## config.mk

```make
export PLATFORM = sky130hd
export DESIGN_NAME = caf_filter
export DESIGN_NICKNAME = d
export VERILOG_FILES = /design/src/include/caf_pkg.sv /design/src/hdl/caf_pair_table.sv /design/src/hdl/caf_match.sv /design/src/hdl/caf_filter.sv
export SDC_FILE = /design/constraint.sdc
export NUM_CORES = 1
export LEC_CHECK = 0
export BUFFER_PORTS_ARGS = -buffer_cell sky130_fd_sc_hd__buf_2
export CAP_MARGIN = 10
export CORE_UTILIZATION = 30
export CTS_BUF_LIST = sky130_fd_sc_hd__clkbuf_4
export DETAILED_ROUTE_END_ITERATION = 16
export PLACE_DENSITY_LB_ADDON = 0.15
export SYNTH_ARGS = -nofsm -noshare
export SYNTH_HDL_FRONTEND = slang
export SYNTH_SLANG_ARGS = --single-unit
```

## constraint.sdc

```tcl
create_clock -name i_clk -period 3.5 [get_ports i_clk]
set_input_delay 0.175 -clock i_clk [delete_from_list [all_inputs] [get_ports i_clk]]
set_output_delay 0.175 -clock i_clk [all_outputs]
set_load 0.02 [all_outputs]
```

## src/include/caf_pkg.sv

```systemverilog
// shared constants and types for the receive acceptance filter
`default_nettype none
package caf_pkg;
	localparam int NUM_FILT_MAX = 4;
	localparam int ADDR_W = 8;
	localparam int DATA_W = 32;
	localparam int ID_W = 32;
	// register byte addresses
	localparam logic [7:0] ADDR_ENABLE = 8'h00;
	localparam logic [7:0] ADDR_STATUS = 8'h04;
	localparam logic [7:0] ADDR_MASK_BASE = 8'h10;
	localparam logic [7:0] ADDR_IDENT_BASE = 8'h20;
	localparam logic [7:0] ADDR_PAIR_STRIDE = 8'h04;
	// filter table lives in 0x10..0x2F
	localparam logic [7:0] ADDR_TABLE_LO = 8'h10;
	localparam logic [7:0] ADDR_TABLE_HI = 8'h2F;
	localparam logic [7:0] ADDR_IDENT_SEL = 8'h20;
	// enable register layout
	localparam int ENABLE_LSB = 0;
	localparam int ENABLE_MSB = 3;
	localparam logic [31:0] ENABLE_RESET = 32'h0000_0000;
	// status register layout
	localparam int STATUS_BUSY_BIT = 0;
	// identifier word field positions
	localparam int FLD_BASE_MSB = 31;
	localparam int FLD_BASE_LSB = 21;
	localparam int FLD_SRR_BIT = 20;
	localparam int FLD_IDE_BIT = 19;
	localparam int FLD_EXT_MSB = 18;
	localparam int FLD_EXT_LSB = 1;
	localparam int FLD_RTR_BIT = 0;
	localparam logic [31:0] MASK_RESET = 32'h0000_0000;
	// evaluation states
	typedef enum logic [1:0] {CAF_IDLE, CAF_FRAME, CAF_DECIDE} caf_state_t;
	// register bus request
	typedef struct packed {
		logic wr;
		logic rd;
		logic [ADDR_W-1:0] addr;
		logic [DATA_W-1:0] wdata;
	} caf_bus_req_t;
	// receive engine frame events
	typedef struct packed {
		logic sof;
		logic id_valid;
		logic [ID_W-1:0] ident;
		logic eof_ok;
		logic abort;
	} caf_rx_evt_t;
endpackage : caf_pkg
`default_nettype wire

```

## src/hdl/caf_pair_table.sv

```systemverilog
// mask and identifier storage for four filter pairs, not cleared by reset
`timescale 1ns/1ps
`default_nettype none
module caf_pair_table #(
	parameter int NUM_PAIRS = 4
) (
	input wire logic i_clk,
	input wire logic i_wr,
	input wire logic i_sel_ident,
	input wire logic [1:0] i_wsel,
	input wire logic [31:0] i_wdata,
	input wire logic [1:0] i_rsel,
	input wire logic i_rsel_ident,
	output logic [31:0] o_rdata,
	output logic [NUM_PAIRS*32-1:0] o_masks,
	output logic [NUM_PAIRS*32-1:0] o_idents
);
	logic [31:0] mask_mem [NUM_PAIRS];
	logic [31:0] ident_mem [NUM_PAIRS];

	// storage with no reset so contents outlive any reset
	always_ff @(posedge i_clk) begin
		if (i_wr && !i_sel_ident) begin
			mask_mem[i_wsel] <= i_wdata;
		end
		if (i_wr && i_sel_ident) begin
			ident_mem[i_wsel] <= i_wdata;
		end
	end

	// registered read port, data one cycle after strobe
	always_ff @(posedge i_clk) begin
		o_rdata <= i_rsel_ident ? ident_mem[i_rsel] : mask_mem[i_rsel];
	end

	// flat view for the comparators
	genvar g;
	generate
		for (g = 0; g < NUM_PAIRS; g++) begin : g_flat
			assign o_masks[g*32 +: 32] = mask_mem[g];
			assign o_idents[g*32 +: 32] = ident_mem[g];
		end
	endgenerate
endmodule : caf_pair_table
`default_nettype wire

```

## src/hdl/caf_match.sv

```systemverilog
// masked compare of one received identifier against all filter pairs
`timescale 1ns/1ps
`default_nettype none
module caf_match #(
	parameter int NUM_PAIRS = 4
) (
	input wire logic [31:0] i_ident,
	input wire logic [NUM_PAIRS*32-1:0] i_masks,
	input wire logic [NUM_PAIRS*32-1:0] i_idents,
	input wire logic [NUM_PAIRS-1:0] i_enable,
	output logic [NUM_PAIRS-1:0] o_hit,
	output logic o_accept
);
	// a mask bit of one makes that bit count, zero ignores it
	genvar g;
	generate
		for (g = 0; g < NUM_PAIRS; g++) begin : g_cmp
			logic [31:0] m;
			assign m = i_masks[g*32 +: 32];
			assign o_hit[g] = i_enable[g]
				&& ((i_ident & m) == (i_idents[g*32 +: 32] & m));
		end
	endgenerate

	// any active hit accepts; no active filter accepts all
	assign o_accept = (i_enable == '0) || (|o_hit);
endmodule : caf_match
`default_nettype wire

```

## src/hdl/caf_filter.sv

```systemverilog
// receive acceptance filter: enable register, pair table and per-frame decision
`timescale 1ns/1ps
`default_nettype none
module caf_filter #(
	parameter int NUM_FILTERS = 4
) (
	input wire logic i_clk,
	input wire logic i_rst,
	input wire caf_pkg::caf_bus_req_t i_bus,
	output logic [31:0] o_rdata,
	input wire caf_pkg::caf_rx_evt_t i_rx,
	output logic o_fifo_wr,
	output logic o_frame_drop,
	output logic [3:0] o_hit,
	output logic o_busy
);
	localparam int NP = caf_pkg::NUM_FILT_MAX;
	// configured pairs as a bit vector, zero when no filters
	localparam logic [NP-1:0] CFG_MASK = 4'((1 << NUM_FILTERS) - 1);
	localparam bit HAS_FILT = (NUM_FILTERS > 0);

	caf_pkg::caf_state_t state_r;
	logic [NP-1:0] enable_r;
	logic [NP-1:0] frame_en_r;
	logic fell_r;
	logic [31:0] ident_r;
	logic [NP-1:0] hit;
	logic accept;
	logic [NP*32-1:0] masks;
	logic [NP*32-1:0] idents;
	logic [31:0] tbl_rdata;
	logic in_table;
	logic tbl_wr;
	logic [1:0] tbl_sel;
	logic sel_ident;
	logic [31:0] reg_rdata_r;
	logic rd_table_r;
	logic rd_any_r;
	logic [7:0] offs;

	// address decode of the pair table
	assign in_table = (i_bus.addr >= caf_pkg::ADDR_TABLE_LO)
		&& (i_bus.addr <= caf_pkg::ADDR_TABLE_HI);
	assign offs = i_bus.addr - caf_pkg::ADDR_MASK_BASE;
	assign tbl_sel = offs[3:2];
	assign sel_ident = (i_bus.addr >= caf_pkg::ADDR_IDENT_SEL);
	assign tbl_wr = i_bus.wr && in_table && HAS_FILT;

	// mask and identifier storage for every pair
	caf_pair_table #(
		.NUM_PAIRS(NP)
	) u_table (
		.i_clk(i_clk),
		.i_wr(tbl_wr),
		.i_sel_ident(sel_ident),
		.i_wsel(tbl_sel),
		.i_wdata(i_bus.wdata),
		.i_rsel(tbl_sel),
		.i_rsel_ident(sel_ident),
		.o_rdata(tbl_rdata),
		.o_masks(masks),
		.o_idents(idents)
	);

	// comparators against the captured identifier
	caf_match #(
		.NUM_PAIRS(NP)
	) u_match (
		.i_ident(ident_r),
		.i_masks(masks),
		.i_idents(idents),
		.i_enable(frame_en_r & enable_r),
		.o_hit(hit),
		.o_accept(accept)
	);

	// enable register, unconfigured bits never stored
	always_ff @(posedge i_clk or posedge i_rst) begin
		if (i_rst) begin
			enable_r <= caf_pkg::ENABLE_RESET[NP-1:0];
		end else if (i_bus.wr && i_bus.addr == caf_pkg::ADDR_ENABLE && HAS_FILT) begin
			enable_r <= i_bus.wdata[caf_pkg::ENABLE_MSB:caf_pkg::ENABLE_LSB]
				& CFG_MASK;
		end
	end

	// frame sequencing: open on start, capture id, decide at end
	always_ff @(posedge i_clk or posedge i_rst) begin
		if (i_rst) begin
			state_r <= caf_pkg::CAF_IDLE;
		end else begin
			case (state_r)
				caf_pkg::CAF_IDLE: begin
					if (i_rx.sof) begin
						state_r <= caf_pkg::CAF_FRAME;
					end
				end
				caf_pkg::CAF_FRAME: begin
					if (i_rx.abort) begin
						state_r <= caf_pkg::CAF_IDLE;
					end else if (i_rx.eof_ok) begin
						state_r <= caf_pkg::CAF_DECIDE;
					end
				end
				caf_pkg::CAF_DECIDE: begin
					state_r <= caf_pkg::CAF_IDLE;
				end
				default: begin
					state_r <= caf_pkg::CAF_IDLE;
				end
			endcase
		end
	end

	// identifier capture from the receive engine
	always_ff @(posedge i_clk or posedge i_rst) begin
		if (i_rst) begin
			ident_r <= 32'h0000_0000;
		end else if (state_r == caf_pkg::CAF_FRAME && i_rx.id_valid) begin
			ident_r <= i_rx.ident;
		end
	end

	// enable snapshot at frame start and fall detection during the frame
	always_ff @(posedge i_clk or posedge i_rst) begin
		if (i_rst) begin
			frame_en_r <= 4'h0;
			fell_r <= 1'b0;
		end else if (state_r == caf_pkg::CAF_IDLE && i_rx.sof) begin
			frame_en_r <= enable_r;
			fell_r <= 1'b0;
		end else if (state_r == caf_pkg::CAF_FRAME) begin
			if ((frame_en_r & ~enable_r) != 4'h0) begin
				fell_r <= 1'b1;
			end
		end
	end

	// one fifo write strobe per accepted frame
	always_ff @(posedge i_clk or posedge i_rst) begin
		if (i_rst) begin
			o_fifo_wr <= 1'b0;
			o_frame_drop <= 1'b0;
			o_hit <= 4'h0;
		end else if (state_r == caf_pkg::CAF_DECIDE) begin
			o_fifo_wr <= accept && !fell_r;
			o_frame_drop <= !(accept && !fell_r);
			o_hit <= hit;
		end else begin
			o_fifo_wr <= 1'b0;
			o_frame_drop <= 1'b0;
		end
	end

	// busy while a frame is open or being decided
	assign o_busy = (state_r != caf_pkg::CAF_IDLE);

	// register read data, one cycle after the strobe
	always_ff @(posedge i_clk or posedge i_rst) begin
		if (i_rst) begin
			reg_rdata_r <= 32'h0000_0000;
			rd_table_r <= 1'b0;
			rd_any_r <= 1'b0;
		end else begin
			rd_any_r <= i_bus.rd;
			rd_table_r <= i_bus.rd && in_table && HAS_FILT;
			reg_rdata_r <= 32'h0000_0000;
			if (i_bus.rd && i_bus.addr == caf_pkg::ADDR_ENABLE && HAS_FILT) begin
				reg_rdata_r <= {28'h0000000, enable_r & CFG_MASK};
			end else if (i_bus.rd && i_bus.addr == caf_pkg::ADDR_STATUS) begin
				reg_rdata_r[caf_pkg::STATUS_BUSY_BIT] <= o_busy;
			end
		end
	end

	// read mux, zero outside a read answer cycle
	always_comb begin
		o_rdata = 32'h0000_0000;
		if (rd_table_r) begin
			o_rdata = tbl_rdata;
		end else if (rd_any_r) begin
			o_rdata = reg_rdata_r;
		end
	end
endmodule : caf_filter
`default_nettype wire

```

* Yosys cells after proc, flatten, opt, wreduce, memory -nomap -nowiden
Memories as Yosys holds them, arrays and structs flattened.
Cells that the tools add are included.
** Storage, ports and cells
- Register bits :: 115
- Latch bits :: 0
- Memory bits (writable) :: 256
- Bits in read-only memories :: 0
- Input port bits :: 80
- Output and inout bits :: 39
- Memories kept :: 2
** Operators by class
- $add $sub $neg :: 1
- Multiply operators :: 0
- Divide/modulo/power cells :: 0
- Order comparisons :: 3
- Equality and inequality tests :: 9
- Shift operators :: 0
- Muxes and demuxes :: 19
- Bitwise logic cells :: 11
- Reductions and logical operators :: 29
** Memory list
- u_table.ident_mem :: words 4, width 32, rd ports 5, clocked after memory_dff 0, write ports 1, line caf_pair_table.sv:19 : logic [31:0] ident_mem [NUM_PAIRS];
- u_table.mask_mem :: words 4, width 32, rd ports 5, clocked after memory_dff 0, write ports 1, line caf_pair_table.sv:18 : logic [31:0] mask_mem [NUM_PAIRS];
** Operators by type and width (number)
- 32-bit AND :: 8
- 32-bit equality test :: 4
- 32-bit two-way mux :: 3
- 1-bit logical AND :: 15
- 1-bit two-way mux :: 11
- 4-bit AND :: 2
- 8-bit by 3-bit equality test with 1-bit output, second input constant :: 1
- 8-bit by 5-bit >= comparator with 1-bit output, second input constant :: 1
- 8-bit by 6-bit >= comparator with 1-bit output, second input constant :: 1
- 8-bit by 6-bit less-or-equal comparator with 1-bit output, second input constant :: 1
- 8-bit logical NOT :: 1
- 2-bit two-way mux :: 3
- 2-bit nonzero test :: 3
- 4-bit logical NOT :: 1
- 4-bit NOT :: 1
- 2-bit one-hot mux with 2 select lines :: 1
- 2-bit AND reduction :: 2
- 4-bit nonzero test :: 1
- 4-bit OR reduction :: 1
- 4-bit by 1-bit subtractor with 4-bit output, second input constant :: 1
- 1-bit logical NOT :: 3
- 3-bit two-way mux :: 1
- 3-bit inequality test, second input constant :: 1
- 2-bit by 1-bit equality test with 1-bit output, second input constant :: 1
- other kinds (4) :: 4

* Longest topological paths before layout
An unclocked memory read counts as a cell.
- Depth in word-level cells :: 9
- Mapped depth :: 8
- Depth with buffers taken out :: 7

* Cells and area by module
Synthesis repeated with hierarchy kept, for this count alone.
** Unflattened totals
- Cell total of the unflattened synthesis :: 811
- Area, all modules :: 14695.3 µm²
** By module, submodules not included
- caf_pair_table :: instances 1, cells an instance 415, area each 10466.3 µm²
- caf_filter :: instances 1, cells an instance 181, area each 2441.1 µm²
- caf_match :: instances 1, cells an instance 215, area each 1788.0 µm²

* Worst setup path before layout
Ideal clock, no wire load.
- Kind :: input to register
- From :: in i_bus[39] (netlist bit)
- To :: mem u_table.mask_mem[0][0] (enable)
- Data arrival time :: 3.070 ns
- Setup slack :: -0.031 ns
- Stages :: 4
- Path buffers :: 1
- Cell sequence :: nor3_4 -> buf_2 -> nand3_1 -> nor3_1
** Between the ends
- Cells in the longest elaborated chain, start to end :: 6
- Elaborated cells on any way between the ends :: 9
** RTL lines
- start: declaration :: line caf_filter.sv:9 : input wire caf_pkg::caf_bus_req_t i_bus,
- 8-bit by 5-bit >= comparator with 1-bit output / 8-bit by 6-bit less-or-equal comparator with 1-bit output (equally long branches) :: line caf_filter.sv:42, caf_filter.sv:43
- 1-bit logical AND :: line caf_filter.sv:43 : && (i_bus.addr <= caf_pkg::ADDR_TABLE_HI);
- 1-bit logical AND :: line caf_filter.sv:47 : assign tbl_wr = i_bus.wr && in_table && HAS_FILT;
- 1-bit logical AND * :: line caf_pair_table.sv:23 : if (i_wr && !i_sel_ident) begin
- 1-bit two-way mux * :: line caf_pair_table.sv:23
- 1-bit two-way mux (not written as such) * :: line caf_pair_table.sv:24 : mask_mem[i_wsel] <= i_wdata;
- end: declaration :: line caf_pair_table.sv:18
Mark *: on every way between the ends. The rest lies on a longest branch, timed or not.

* Final worst setup path
- From :: reg rd_table_r
- To :: out o_rdata[1]
** Between the ends
- Cells in the longest elaborated chain, start to end :: 1
** RTL lines
- start: declaration :: line caf_filter.sv:37 : logic rd_table_r;
- start signal: assignment :: line caf_filter.sv:166 : rd_table_r <= i_bus.rd && in_table && HAS_FILT;
- 32-bit two-way mux :: line caf_filter.sv:179 : if (rd_table_r) begin
- end: declaration :: line caf_filter.sv:10 : output logic [31:0] o_rdata,
No other way between the ends.

==> results.sh <==
export IMPL_dp_hpwl_um=30400
export IMPL_antenna_found_initial=4
export IMPL_start_util_pct=30.5
export IMPL_die_w_um=223
export IMPL_gr_usage_met1_pct=25.3
export IMPL_hp_start="i_bus[40]"
export IMPL_fin_cells=1809
export IMPL_status="finished clean"
export IMPL_grt_pass1_wl_um=64900
export IMPL_powerDensity_nw_per_um2=549
export IMPL_grt_max_degree=39
export IMPL_endpoint_kind="output pin"
export IMPL_clk_pin_slew_ns=0.06
export IMPL_routedWlPerCell_um=25.0
export IMPL_timing_max_cap_violations=0
export IMPL_fin_util_pct=37.5
export IMPL_place_congestion=0.783
export IMPL_total_power_mw=9.88
export IMPL_routed_wl_um=45200
export IMPL_yosysSeqAreaShare_pct=66.4
export IMPL_synth_area_top_cells="edfxtp_1 53%, mux4_2 9.9%, dfrtp_1 9.4%"
export IMPL_pin_count=119
export IMPL_busiest_layer="met2"
export IMPL_cts_tree="done"
export IMPL_core_rowCount=80
export IMPL_vdd_drop_max_v=0.000229
export IMPL_worstPathArrival_ns=2.32
export IMPL_cp_slowest_stage_delay_ns=0.69
export IMPL_yosysTopAreaCell="edfxtp_1"
export IMPL_startpoint_type="flop"
export IMPL_ys_types=39
export IMPL_synth_most_common_cell="edfxtp_1"
export IMPL_yosysTopAreaCellShare_pct=52.6
export IMPL_setup_tns_ns=0
export IMPL_core_um2=47900
export IMPL_path_max_fanout=22
export IMPL_synth_ff_latch_count=343
export IMPL_ys_warnings_count=0
export IMPL_r2r_cells=7
export IMPL_regToRegSetupSlack_ns=1.30
export IMPL_hold_path_class="in -> reg"
export IMPL_hold_viol=0
export IMPL_htreeDepth=3
export IMPL_tightestPinTransition_ns=0.724
export IMPL_hold_depth=2
export IMPL_r2r_end="o_fifo_wr$_DFF_PP0_"
export IMPL_post_synth_cell_area_avg_um2=17.1
export IMPL_drt_iter0_drc=583
export IMPL_crit_path_top_delay_cell="dfrtp_1"
export IMPL_slew_headroom_pct=51.7
export IMPL_numCtsBuffers=97
export IMPL_synth_edf_count=256
export IMPL_timing_rr_start="ident_r[30]$_DFFE_PP0P_"
export IMPL_vias=8689
export IMPL_worstPathRequired_ns=3.32
export IMPL_crit_family="flip-flops"
export IMPL_drive_gt1_share_pct=37.1
export IMPL_grtUsageMet2_pct=29.2
export IMPL_clockBufferDepth=3
export IMPL_crit_start="rd_table_r$_DFF_PP0_"
export IMPL_port_buffers=118
export IMPL_drc=0
export IMPL_viasPerCell=4.80
export IMPL_drtPass1Iterations=5
export IMPL_syn_cell_area_um2=14600
export IMPL_dp_cells=1547
export IMPL_fin_crit_ns=2.50
export IMPL_synth_ff_type="edfxtp_1"
export IMPL_syn_to_final_growth_pct=23.1
export IMPL_track_usage_pct=18.6
export IMPL_fin_crit_sh_pct=71.3
export IMPL_synthTopCellsByCount="256 x edfxtp_1, 129 x xor2_1, 66 x mux2_2"
export IMPL_slew_violations=0
export IMPL_skew_ns=0.0339
export IMPL_p_leak_nw=6.70
export IMPL_crit_chain="buf_4, nor2b_1, a22o_1, buf_2"
export IMPL_path_buf_inv=2
export IMPL_grtUsageMet3_pct=4.48
export IMPL_grt_pass1_vias=9279
export IMPL_cts_sinks=343
export IMPL_max_freq_mhz=401
export IMPL_post_place_ws_ns=1.23
export IMPL_synthCells=855
export IMPL_dieArea_um2=49600
export IMPL_cts_setup_buffers=0
export IMPL_insertion_delay_ns=0.79
export IMPL_antenna_left=0
export IMPL_fin_ws_ns=1.00
export IMPL_synthArstFlopShare_pct=16.0
export IMPL_critPathKind="reg -> out"
export IMPL_grt_setup_unrepaired="no"
export IMPL_cts_root_buf="clkbuf_4"
export IMPL_die_y_um=223
export IMPL_setup_viol=0
export IMPL_overflow=0
export IMPL_whs_endpoint="rd_any_r$_DFF_PP0_"
export IMPL_syn_nets=935
export IMPL_nNetsFinal=1188
## worst reg2reg max path, delay by kind of cell, from the launching register on
kind | cells | cell delay [ns]
XOR/XNOR | 1 | 0.22
AND/OR/NAND/NOR | 5 | 1.12
flip-flops | 1 | 0.50
AO/OA/AOI/OAI | 1 | 0.27
## sequential cells by signal (all words and copies together) (netlist names)
| register | flops |
|---|---|
| u_table.ident_mem | 128 |
| u_table.mask_mem | 128 |
| ident_r | 32 |
| u_table.o_rdata | 32 |
| enable_r | 4 |
| frame_en_r | 4 |
| o_hit | 4 |
| reg_rdata_r | 4 |
| state_r | 2 |
| fell_r | 1 |
| o_fifo_wr | 1 |
| o_frame_drop | 1 |
| rd_any_r | 1 |
| rd_table_r | 1 |
## layout by cell type (no fill, tap or decap), drive strengths merged, types with 2 or more instances in the layout
master and instances:
edfxtp 256, clkbuf 157, buf 135, xor2 129, dlygate4sd3 77, mux2 70, mux4 64, dfrtp 55
a22oi 41, dfxtp 32, and2 28, clkinv 22, nand2 17, nor2 15, nand4 12, a22o 11
a221oi 9, inv 9, o21ai 9, nor3 8, nand3 7, a21oi 5, diode 4, a222oi 4
and3 3, nand2b 2, mux2i 2, bufinv 2
## kinds of logic after synthesis
family	after synthesis	share of synthesized area, %
buffers and inverters	67	2.36
and+or+nand+nor	100	4.06
muxes	136	15.4
AOI/OAI and AO/OA	80	4.10
xor gates and xnor gates	129	7.73
DFF	343	66.4
## power breakdown
part / switching (mW) / internal [mW] / total, mW / leakage (nW)
combinational: 0.638 / 0.550 / 1.19 / 2.64
sequential: 0.283 / 4.54 / 4.82 / 3.26
clock: 1.70 / 2.17 / 3.87 / 0.790
total: 2.62 / 7.25 / 9.88 / 6.70
## repair_timing
action                    in CTS  in global routing
hold endpoints to repair     326                  0
hold buffers                  77                  0
gates resized for setup        0                  0
## stage by stage
stage | hold WS [ns] | area (um2)
global route | 0.00611 | 18000
floorplan | 0.206 | 14600
CTS | 0.0158 | 18000
finish | 0.101 | 18000
detailed placement | 0.308 | 15900
global placement | 0.305 | 15900
## per-layer routing
metal  vias to the layer above  share of wire [%]
met2                       249                 48
li1                       3875                  -
met3                        50                4.9
met5                         -                  0
met4                         0                1.7
met1                      4515                 46
## area by class of cell
type / count / area (um2)
clock buffers: 157 / 1180
multi-input cells: 445 / 4630
well taps: 615 / 769
inverters: 9 / 33.8
fillers: 4618 / 30000
clock inverters: 24 / 145
flip-flops and latches: 343 / 9700
repair buffers: 212 / 1520
diodes: 4 / 10.0
## worst max path at each step
stage | end | cells after the start
2_1_floorplan | u_table.ident_mem[0][0]$_DFFE_PP_ | 3
3_3_place_gp | u_table.o_rdata[25]$_DFF_P_ | 4
3_5_place_dp | u_table.mask_mem[1][12]$_DFFE_PP_ | 4
4_1_cts | o_rdata[1] | 4
5_1_grt | o_rdata[1] | 4
6_report | o_rdata[1] | 4
Note: power is estimated with default switching activity, not from simulation.
